**config.mk**
```make
export PLATFORM = sky130hd
export DESIGN_NAME = eag_unit
export DESIGN_NICKNAME = d
export VERILOG_FILES = /design/src/verilog/eag_unit.v
export VERILOG_INCLUDE_DIRS = /design/src /design/src/verilog
export SDC_FILE = /design/constraint.sdc
export NUM_CORES = 1
export LEC_CHECK = 0
export ABC_AREA = 1
export BUFFER_PORTS_ARGS = -buffer_cell sky130_fd_sc_hd__buf_2
export CAP_MARGIN = 10
export CELL_PAD_IN_SITES_DETAIL_PLACEMENT = 1
export CELL_PAD_IN_SITES_GLOBAL_PLACEMENT = 1
export CORE_MARGIN = 3
export CORE_UTILIZATION = 34
export DETAILED_ROUTE_END_ITERATION = 8
export HOLD_SLACK_MARGIN = 0.03
export PLACE_DENSITY_LB_ADDON = 0.05
export SLEW_MARGIN = 15
export SYNTH_ARGS = -nofsm -noshare
export SYNTH_HDL_FRONTEND = slang
export SYNTH_SLANG_ARGS = --single-unit
```
**constraint.sdc**
```tcl
create_clock -name clock -period 3.6 [get_ports clock]
set_input_delay 0.36 -clock clock [delete_from_list [all_inputs] [get_ports clock]]
set_output_delay 0.36 -clock clock [all_outputs]
set_load 0.01 [all_outputs]
```
**src/verilog/eag_consts.vh**
```
// constants for the effective address generation unit
`ifndef EAG_CONSTS_VH
`define EAG_CONSTS_VH

// operand size codes
`define EAG_SZ_BYTE 2'h0
`define EAG_SZ_WORD 2'h1
`define EAG_SZ_LONG 2'h2
`define EAG_SZ_BIT 2'h3

// operand widths in bits
`define EAG_W_BIT 6'h01
`define EAG_W_BYTE 6'h08
`define EAG_W_WORD 6'h10
`define EAG_W_LONG 6'h20

// addressing mode codes
`define EAG_M_DREG 4'h0
`define EAG_M_AREG 4'h1
`define EAG_M_IND 4'h2
`define EAG_M_POSTINC 4'h3
`define EAG_M_PREDEC 4'h4
`define EAG_M_DISP 4'h5
`define EAG_M_INDEX 4'h6
`define EAG_M_ABS_W 4'h7
`define EAG_M_ABS_L 4'h8
`define EAG_M_PC_DISP 4'h9
`define EAG_M_PC_INDEX 4'ha
`define EAG_M_IMM 4'hb
`define EAG_M_QUICK 4'hc
`define EAG_M_IMPLIED 4'hd

// implied system register selects
`define EAG_I_STATUS 3'h0
`define EAG_I_USP 3'h1
`define EAG_I_SSP 3'h2
`define EAG_I_PC 3'h3
`define EAG_I_VBR 3'h4
`define EAG_I_SFC 3'h5
`define EAG_I_DFC 3'h6

// stack pointer register number
`define EAG_SP_NUM 3'h7

// bcd layout select and largest valid digit
`define EAG_BCD_PACKED 1'b1
`define EAG_BCD_MAX 4'h9

// reset values
`define EAG_RST_ADDR 32'h0000_0000
`define EAG_RST_DATA 32'h0000_0000
`define EAG_RST_FLAG 1'b0
`define EAG_RST_EXT 2'h0
`define EAG_RST_WIDTH 6'h00
`define EAG_RST_BCD 8'h00

`endif

```
**src/verilog/eag_unit.v**
```verilog
// effective address generation and operand formatting for the core
`timescale 1ns/100ps
`default_nettype none
`include "eag_consts.vh"

module eag_unit (
  input wire clock,
  input wire reset,
  input wire clock_en,
  // request from the decoder, one-cycle pulse
  input wire req_valid,
  input wire [3:0] mode,
  input wire [1:0] op_size,
  input wire [2:0] reg_num,
  input wire [31:0] address_reg_k,
  input wire [31:0] data_reg_k,
  input wire [31:0] index_reg,
  input wire index_long,
  input wire [15:0] ext_word0,
  input wire [15:0] ext_word1,
  input wire [31:0] pc_value,
  input wire [7:0] quick_data,
  input wire [2:0] implied_sel,
  input wire [15:0] status_reg,
  input wire [31:0] user_stack_ptr,
  input wire [31:0] supervisor_stack_ptr,
  input wire [31:0] vector_base,
  input wire [2:0] source_function_code,
  input wire [2:0] dest_function_code,
  input wire bcd_packed,
  input wire [7:0] bcd_byte,
  // results, registered
  output reg done,
  output reg [31:0] effective_address,
  output reg mem_access,
  output reg [31:0] operand,
  output reg operand_valid,
  output reg areg_write,
  output reg [31:0] areg_new,
  output reg [1:0] ext_words_used,
  output reg [5:0] op_width,
  output reg [7:0] bcd_digits,
  output reg bcd_error
);

  // ****************************************************************
  // helpers
  // ****************************************************************

  function [31:0] sext16;
    input [15:0] v;
    begin
      sext16 = {{16{v[15]}}, v};
    end
  endfunction

  function [31:0] sext8;
    input [7:0] v;
    begin
      sext8 = {{24{v[7]}}, v};
    end
  endfunction

  // index value, word form sign-extended
  function [31:0] idx_val;
    input [31:0] v;
    input lng;
    begin
      idx_val = lng ? v : sext16(v[15:0]);
    end
  endfunction

  // base plus index plus short displacement, shared by both indexed modes
  function [31:0] index_ea;
    input [31:0] base;
    input [31:0] idx;
    input lng;
    input [7:0] disp;
    begin
      index_ea = base + idx_val(idx, lng) + sext8(disp);
    end
  endfunction

  // a nibble above nine is not a decimal digit
  function bcd_bad;
    input [3:0] nib;
    begin
      bcd_bad = nib > `EAG_BCD_MAX;
    end
  endfunction

  // byte steps through the stack pointer are doubled so the stack stays word aligned
  function [31:0] step_bytes;
    input [1:0] size;
    input [2:0] rnum;
    begin
      case (size)
        `EAG_SZ_BYTE: step_bytes = (rnum == `EAG_SP_NUM) ? 32'h0000_0002 : 32'h0000_0001;
        `EAG_SZ_WORD: step_bytes = 32'h0000_0002;
        `EAG_SZ_LONG: step_bytes = 32'h0000_0004;
        default: step_bytes = 32'h0000_0001;
      endcase
    end
  endfunction

  // ****************************************************************
  // address arithmetic
  // ****************************************************************

  reg [31:0] step;
  reg [31:0] ea_nxt;
  reg mem_nxt;
  reg [31:0] opnd_nxt;
  reg opv_nxt;
  reg aw_nxt;
  reg [31:0] an_nxt;
  reg [1:0] ext_nxt;
  reg [5:0] width_nxt;
  reg [7:0] bcd_nxt;
  reg bcd_err_nxt;

  // the subtractor serves both the address and the write-back value, the adder only the write-back value
  wire [31:0] inc_addr;
  wire [31:0] dec_addr;
  assign inc_addr = address_reg_k + step;
  assign dec_addr = address_reg_k - step;

  // operand step in bytes
  always @* begin
    step = step_bytes(op_size, reg_num);
  end

  // operand width in bits
  always @* begin
    case (op_size)
      `EAG_SZ_BYTE: width_nxt = `EAG_W_BYTE;
      `EAG_SZ_WORD: width_nxt = `EAG_W_WORD;
      `EAG_SZ_LONG: width_nxt = `EAG_W_LONG;
      default: width_nxt = `EAG_W_BIT;
    endcase
  end

  // bcd unpacking: packed gives two digits, unpacked only the low nibble
  always @* begin
    if (bcd_packed == `EAG_BCD_PACKED) begin
      bcd_nxt = bcd_byte;
      bcd_err_nxt = bcd_bad(bcd_byte[7:4]) || bcd_bad(bcd_byte[3:0]);
    end else begin
      bcd_nxt = {4'h0, bcd_byte[3:0]};
      bcd_err_nxt = bcd_bad(bcd_byte[3:0]);
    end
  end

  always @* begin
    ea_nxt = `EAG_RST_ADDR;
    mem_nxt = 1'b1;
    opnd_nxt = `EAG_RST_DATA;
    opv_nxt = 1'b0;
    aw_nxt = 1'b0;
    an_nxt = address_reg_k;
    ext_nxt = 2'h0;
    case (mode)
      `EAG_M_DREG: begin
        mem_nxt = 1'b0;
        opnd_nxt = data_reg_k;
        opv_nxt = 1'b1;
      end
      `EAG_M_AREG: begin
        mem_nxt = 1'b0;
        opnd_nxt = address_reg_k;
        opv_nxt = 1'b1;
      end
      `EAG_M_IND: begin
        ea_nxt = address_reg_k;
      end
      `EAG_M_POSTINC: begin
        ea_nxt = address_reg_k;
        aw_nxt = 1'b1;
        an_nxt = inc_addr;
      end
      `EAG_M_PREDEC: begin
        ea_nxt = dec_addr;
        aw_nxt = 1'b1;
        an_nxt = dec_addr;
      end
      `EAG_M_DISP: begin
        ea_nxt = address_reg_k + sext16(ext_word0);
        ext_nxt = 2'h1;
      end
      `EAG_M_INDEX: begin
        ea_nxt = index_ea(address_reg_k, index_reg, index_long, ext_word0[7:0]);
        ext_nxt = 2'h1;
      end
      `EAG_M_ABS_W: begin
        ea_nxt = sext16(ext_word0);
        ext_nxt = 2'h1;
      end
      `EAG_M_ABS_L: begin
        ea_nxt = {ext_word0, ext_word1};
        ext_nxt = 2'h2;
      end
      `EAG_M_PC_DISP: begin
        ea_nxt = pc_value + sext16(ext_word0);
        ext_nxt = 2'h1;
      end
      `EAG_M_PC_INDEX: begin
        ea_nxt = index_ea(pc_value, index_reg, index_long, ext_word0[7:0]);
        ext_nxt = 2'h1;
      end
      `EAG_M_IMM: begin
        mem_nxt = 1'b0;
        opv_nxt = 1'b1;
        if (op_size == `EAG_SZ_LONG) begin
          opnd_nxt = {ext_word0, ext_word1};
          ext_nxt = 2'h2;
        end else if (op_size == `EAG_SZ_BYTE) begin
          opnd_nxt = {24'h00_0000, ext_word0[7:0]};
          ext_nxt = 2'h1;
        end else begin
          opnd_nxt = {16'h0000, ext_word0};
          ext_nxt = 2'h1;
        end
      end
      `EAG_M_QUICK: begin
        mem_nxt = 1'b0;
        opv_nxt = 1'b1;
        opnd_nxt = sext8(quick_data);
      end
      `EAG_M_IMPLIED: begin
        mem_nxt = 1'b0;
        opv_nxt = 1'b1;
        case (implied_sel)
          `EAG_I_STATUS: opnd_nxt = {16'h0000, status_reg};
          `EAG_I_USP: opnd_nxt = user_stack_ptr;
          `EAG_I_SSP: opnd_nxt = supervisor_stack_ptr;
          `EAG_I_PC: opnd_nxt = pc_value;
          `EAG_I_VBR: opnd_nxt = vector_base;
          `EAG_I_SFC: opnd_nxt = {29'h0, source_function_code};
          `EAG_I_DFC: opnd_nxt = {29'h0, dest_function_code};
          default: opnd_nxt = `EAG_RST_DATA;
        endcase
      end
      default: begin
        mem_nxt = 1'b0;
      end
    endcase
  end

  // ****************************************************************
  // result registers
  // ****************************************************************

  // all results except done and areg_write hold until the next request so the decoder may sample late
  // done and areg_write stretch while clock_en is low, so a stalled decoder
  // still sees them; it must count done only on enabled edges
  always @(posedge clock or posedge reset) begin
    if (reset) begin
      done <= `EAG_RST_FLAG;
      effective_address <= `EAG_RST_ADDR;
      mem_access <= `EAG_RST_FLAG;
      operand <= `EAG_RST_DATA;
      operand_valid <= `EAG_RST_FLAG;
      areg_write <= `EAG_RST_FLAG;
      areg_new <= `EAG_RST_ADDR;
      ext_words_used <= `EAG_RST_EXT;
      op_width <= `EAG_RST_WIDTH;
      bcd_digits <= `EAG_RST_BCD;
      bcd_error <= `EAG_RST_FLAG;
    end else if (clock_en) begin
      done <= req_valid;
      areg_write <= req_valid & aw_nxt;
      if (req_valid) begin
        effective_address <= ea_nxt;
        mem_access <= mem_nxt;
        operand <= opnd_nxt;
        operand_valid <= opv_nxt;
        areg_new <= an_nxt;
        ext_words_used <= ext_nxt;
        op_width <= width_nxt;
        bcd_digits <= bcd_nxt;
        bcd_error <= bcd_err_nxt;
      end
    end
  end

endmodule // eag_unit
`default_nettype wire

```
==> summary.md, run 1 <==
| Metric | Value |
|---|---|
| Initial Utilization | 34.8% |
| Core region area | between 50000 and 60000 um2 |
| RSZ-0062 raised after global routing | no |
| #FFs+latches synth | about 120 |
| Worst Hold End | bcd_digits[0] |
| Cell with the most instances after synthesis | nand2_1 |
| Reg-to-Reg Start | effective_address[22] |
| CP dominant cell by count | nand2_1 |
| Fin util | 42.9% |
| Cell area power density | 347 nW/um2 |
| Clk slew on worst S/H paths | 0.08 ns |
| 1st-pass router iterations | 5 |
| Fin crit period | 3.23 ns |
| Row Count | 83 |
| # setup viols final | 0 |
| Clk root buf | clkbuf_16 |
| First-pass GRT wire length | around 170000 um |
| Clock Skew | 0 ns |
| CTS buffer count | 17 |
| Largest area contributor in the netlist | nand2_1 |
| Largest cells by area after synthesis | nand2_1, dfrtp_1, inv_1 |
| Proportion of layout cells with a drive suffix above 1 | 18.1% |
| Grt total ovfl | 0 |
| Library cells used by synthesis | between 50 and 60 |
| Post-synthesis cell area | 18100 um2 |
| Placer Congestion | ~1.0 |
| IO buf count | 426 |
| Clk_lat worst skew | 0.47 ns |
| Die extent in x | 236 um |
| Headroom to the max-slew limit | between 20% and 30% |
| Initial antenna violation count | 9 |
| CTS tree | done |
| Syn-to-layout area delta | 23.4% |
| Ys async rst share | 100% |
| Setup tns final | 0 ns |
| 1st-iter DRT viols | 2204 |
| Worst setup path start | index_reg[15] |
| Pre-CTS setup slack | -0.0261 ns |
| Register-to-register setup slack | 2.79 ns |
| Crit path max-delay family | simple AND/OR/NAND/NOR gates |
| Class of the worst hold path | input pin to flop |
| Post-synth top area share | 23.8% |
| Detail Placement HPWL | 100000 um |
| DIE AREA | 55900 um2 |
| Drt drc | 0 |
| CP max stage delay | 0.46 ns |
| Vias in the first global route | 25341 |
| Worst setup SP type | input pin |
| Max Cap Violations | 0 |
| Ys flop type | dfrtp_1 |
| Critical path class | input pin to flop |
| Reg2Reg Depth | 2 |
| Slew @ Worst Pin | 1.17 ns |
| Static leakage | 12.3 nW |
| Hold path start | bcd_byte[0] |
| Peak supply drop | 314 uV |
| Synth Instances | 3100 |
| Chip Height | 236 um |
| Fin. max-slew vios | 0 |
| WP data required | approximately 4.0 ns |
| DR WL/cell | 27.9 um |
| Crit-path cells | buf_2 > nand2_1 > buf_12 > nand2_1 > buf_4 > fa_1 > ha_1 > nand2_1 > nor2_1 > nand2_1 > nor2_1 > nand2_1 > nand2_1 > nand2_1 > nand3_1 > nand2_1 > o21ai_1 > nand2_1 |
| Final Cycle Share | 89.6% |
| Slowest CP cell | fa_1 |
| NumNets Final | ~4000 |
| I/O pin count | roughly 430 |
| YS warnings | 0 |
| Number of enable flip-flop cells after synthesis | 0 |
| TritonCTS sink count | 115 |
| H-tree depth | 4 |
| CP Capture Type | flop |
| Final hold vios | 0 |
| Hold depth | 3 |
| Routed vias | 24722 |
| Capturing point of the worst reg2reg path | effective_address[22] |
| Pin count of the biggest net entering global routing | 64 |
| Post-DRT Antenna Nets | 0 |
| Register area share after synthesis | 15.9% |
| Postcts setup bufs | 0 |
| Fmax | about 310 MHz |
| CTS Buffer Depth | 2 |
| Status | finished, final reports clean |
| Arrival @ worst endpoint | 3.59 ns |
| Synth cell count leaders | nand2_1, inv_1, nor2_1 |
| Setup WS post-layout | ~0.37 ns |
| Gr usage total | 41.3% |
| Worst Path Buf+Inv | 3 |
| Final wirelength | around 120000 um |
| Worst Path Max Fanout | 16 |
| Mean area per synthesized cell | about 5.8 um2 |
| Drt via density | approximately 5.8 |
==> report_power, final <==
group          internal [mW]  switching, mW
Clock                   1.11          0.827
Sequential              1.46          0.130
Combinational           1.39           2.82
==> cell families after synthesis <==
family                     Yosys count  synth area share, %
AOI/OAI and AO/OA                  505                 17.0
adders and majority gates          166                 14.3
DFF                                115                 15.9
other                                1               0.0208
xor gates and xnor gates            12                0.582
buffers and inverters              553                 11.9
and+or+nand+nor                   1748                 40.3
==> registers in the layout, summed over array words and instances, names as in the netlist <==
name               flops
areg_new              32
effective_address     32
operand               32
bcd_digits             8
op_width               4
ext_words_used         2
areg_write             1
bcd_error              1
done                   1
mem_access             1
operand_valid          1
==> cell usage in the layout, fill, tap and decap left out, types with 35 or more instances in the layout <==
| cell type | Yosys | final |
|---|---|---|
| inv_1 | 435 | 433 |
| nand3_1 | 207 | 207 |
| buf_2 | 30 | 425 |
| fa_1 | 67 | 67 |
| nand2_1 | 1147 | 1145 |
| ha_1 | 99 | 99 |
| o2111ai_1 | 35 | 35 |
| nand4_1 | 49 | 49 |
| dfrtp_1 | 115 | 115 |
| buf_4 | 5 | 122 |
| a21oi_1 | 130 | 130 |
| nor2_1 | 240 | 236 |
| o21ai_0 | 158 | 158 |
==> what timing repair did <==
| item | 4_1_cts | 5_1_grt |
|---|---|---|
| resized for setup | 0 | 0 |
| endpoints found under the hold margin | 43 | 0 |
| hold buffers | 1 | 0 |
| setup endpoints to repair | 0 | 0 |
==> cell type report <==
class                   instances  area (um2)
clock inverters                15         196
well taps                     680         851
flip-flops and latches        115        2880
clock buffers                  17         425
multi-input cells            2433       13100
repair buffers                553        3150
fillers                      7274       29600
inverters                     451        1700
diodes                          4        10.0
==> worst max path at each step <==
stage / to / slack (ns) / cells past startpoint
floorplan: areg_new[0] / 0.20 / 1
global placement: effective_address[31] / 0.05 / 18
detailed placement: effective_address[25] / -0.03 / 21
CTS: effective_address[25] / 0.48 / 20
global route: effective_address[25] / 0.20 / 19
finish: effective_address[31] / 0.37 / 18
==> stage by stage <==
stage	cell area, um2	hold WS (ns)	instances	power [mW]
2_1_floorplan	18100	0.458	3101	3.86
3_3_place_gp	21600	0.454	4231	5.61
3_5_place_dp	21600	0.460	4231	5.71
4_1_cts	22300	0.0637	4264	7.66
5_1_grt	22300	0.0956	4264	8.18
6_report	22300	0.0863	4268	7.74
==> worst reg2reg max path: cells and delay by family (launching register included) <==
kind | cells | cell delay (ns)
simple gates | 2 | 0.19
flops | 1 | 0.50
==> per-layer routing <==
layer / track usage (%) / part of all wire, %
met3: 8.29 / 9.1
met1: 52.1 / 40
met4: 25.7 / 7.1
met5: 0 / 0.0084
met2: 64.7 / 44
Note: power is estimated with default switching activity, not from simulation.
==> run 2: changes to the inputs <==
--- a/config.mk
+++ b/config.mk
@@ -7,7 +7,7 @@
 export NUM_CORES = 1
 export LEC_CHECK = 0
 export ABC_AREA = 1
-export BUFFER_PORTS_ARGS = -buffer_cell sky130_fd_sc_hd__buf_2
+export BUFFER_PORTS_ARGS = -buffer_cell sky130_fd_sc_hd__buf_4
 export CAP_MARGIN = 10
 export CELL_PAD_IN_SITES_DETAIL_PLACEMENT = 1
 export CELL_PAD_IN_SITES_GLOBAL_PLACEMENT = 1
==> summary.md, run 2 (synthesis results as in run 1) <==
| Metric | Value |
|---|---|
| Max Cap Violations | 0 |
| # setup viols final | 0 |
| Fin util | roughly 44% |
| IO buf count | between 400 and 500 |
| Cell area power density | 330 nW/um2 |
| Fmax | about 310 MHz |
| Tot Pwr | around 7.6 mW |
| Internal Power | 3.85 mW |
| CP Capture Type | flop |
| Commonest non-fill, non-tap cell in the layout | nand2_1 |
| CTS tree | done |
| Core region area | 51900 um2 |
| Clk_lat worst skew | 0.48 ns |
| Final Non-Filler Cells | about 4200 |
| Die extent in x | 236 um |
| Proportion of layout cells with a drive suffix above 1 | 17.0% |
| Peak supply drop | 373 uV |
| CP dominant cell by count | nand2_1 |
| Syn-to-layout area delta | 26.9% |
| Postcts setup bufs | 0 |
| Worst setup SP type | input pin |
| Final hold vios | 0 |
| Clk root buf | clkbuf_16 |
| DIE AREA | 55900 um2 |
| Gr usage total | 41.0% |
| TritonCTS sink count | between 100 and 150 |
| Switching Fraction | 49.2% |
| Status | finished, final reports clean |
| Critical path class | input pin to flop |
| Fin. max-slew vios | 0 |
| Slew @ Worst Pin | 0.987 ns |
| Reg power frac | 21.1% |
| Drt via density | 5.86 |
| DR WL/cell | 28.0 um |
| Final Cycle Share | 88.8% |
| Initial Utilization | 34.8% |
| Clock power share | approximately 22% |
| Placer Congestion | just over 1 |
| Clk slew on worst S/H paths | 0.07 ns |
| Row Count | 83 |
| Clock Skew | 0 ns |
| Arrival @ worst endpoint | 3.57 ns |
| Chip Height | 236 um |
| Vias in the first global route | 25231 |
| Grt total ovfl | 0 |
| Post-DRT Antenna Nets | 0 |
| Drt drc | 0 |
| Largest registers | areg_new x32, effective_address x32, operand x32 |
| Fin crit period | around 3.2 ns |
| 1st-iter DRT viols | between 2000 and 3000 |
| Crit path max-delay family | simple AND/OR/NAND/NOR gates |
| Worst Path Buf+Inv | 4 |
| Filler instances | 7168 |
| Worst Path Max Fanout | 17 |
| Class of the worst hold path | input pin to flop |
| CTS Buffer Depth | 2 |
| Most frequent cells in the layout | nand2_1, buf_4, inv_1 |
| Detail Placement HPWL | 98500 um |
| DP Cell Count | about 4200 |
| Static leakage | about 12 nW |
| Combinational share of power | between 50% and 60% |
| CTS buffer count | 17 |
| RSZ-0062 raised after global routing | no |
| WP data required | between 3 and 4 ns |
| Initial antenna violation count | 10 |
| CP max stage delay | around 0.48 ns |
| First-pass GRT wire length | 168000 um |
| Net Switching | 3.72 mW |
| 1st-pass router iterations | 5 |
| NumNets Final | 4000 |
| Final wirelength | 118000 um |
| Headroom to the max-slew limit | 33.5% |
| Routed vias | about 25000 |
| Pin count of the biggest net entering global routing | 78 |
| H-tree depth | 4 |
| I/O pin count | 429 |
| Crit-path cells | buf_4 > inv_1 > nand2_1 > buf_4 > nand2_1 > fa_1 > ha_1 > nand2_1 > nor2_1 > inv_1 > nor3_2 > and2_1 > nand2_1 > nand2_1 > nand2_1 > nand3_1 > nand2_1 > o21ai_1 > nand2_1 |
| Slowest CP cell | fa_1 |
==> run 2: what timing repair did <==
action                                  4_1_cts  5_1_grt
hold buffers                                  1        0
hold endpoints to repair                     48        0
endpoints found under the setup margin        0        1
resized for setup                             0        1
==> run 2: path summary, 6_finish.rpt <==
kind / depth (start not counted) / start / to / slack, ns
max: 19 / index_long / effective_address[28] / 0.40
min: 3 / bcd_byte[0] / bcd_digits[0] / 0.08
max reg2reg: 2 / effective_address[22] / effective_address[22] / 2.82
min reg2reg: 1 / operand[28] / operand[28] / 0.48
max in group asynchronous: 4 / reset / areg_new[12] / 2.13
min in group asynchronous: 3 / reset / bcd_digits[7] / 0.54
==> run 2: per-layer routing <==
layer	vias to the layer above	share of wire (%)	track usage, %
li1	10904	-	-
met1	11941	39	51.2
met2	1504	44	63.7
met3	370	11	10.8
met4	8	6.9	24.0
met5	-	0.039	0
==> run 2: power by group through the flow <==
stage | combinational [mW] | clock [mW] | sequential, mW
after floorplan | 2.21 | 0 | 1.65
after global placement | 4.10 | 0 | 1.61
after detailed placement | 4.19 | 0 | 1.61
after CTS | 4.21 | 1.70 | 1.59
after global routing | 4.67 | 1.76 | 1.61
final | 4.29 | 1.68 | 1.60
==> run 2: stage by stage <==
step	worst slack, ns	setup TNS [ns]	hold slack, ns	instance area (um2)
6_report	0.403	0	0.0836	22900
3_3_place_gp	-0.258	-0.263	0.462	22300
3_5_place_dp	-0.182	-0.182	0.466	22300
4_1_cts	0.318	0	0.0591	22900
2_1_floorplan	0.196	0	0.458	18100
5_1_grt	0.162	0	0.0795	22900
==> run 2: layout make-up <==
class,instances,area (um2),share of cell area [%]
multi-input cells,2433,13100,57.1
repair buffers,504,3850,16.8
flip-flops and latches,115,2880,12.6
inverters,451,1700,7.41
well taps,680,851,3.71
clock buffers,17,425,1.86
clock inverters,15,120,0.524
diodes,5,12.5,0.0546
==> run 2: worst reg2reg max path: stages (launching register included) <==
cell     delay [ns]
dfrtp_1        0.48
nand2_1        0.11
nand2_1        0.07
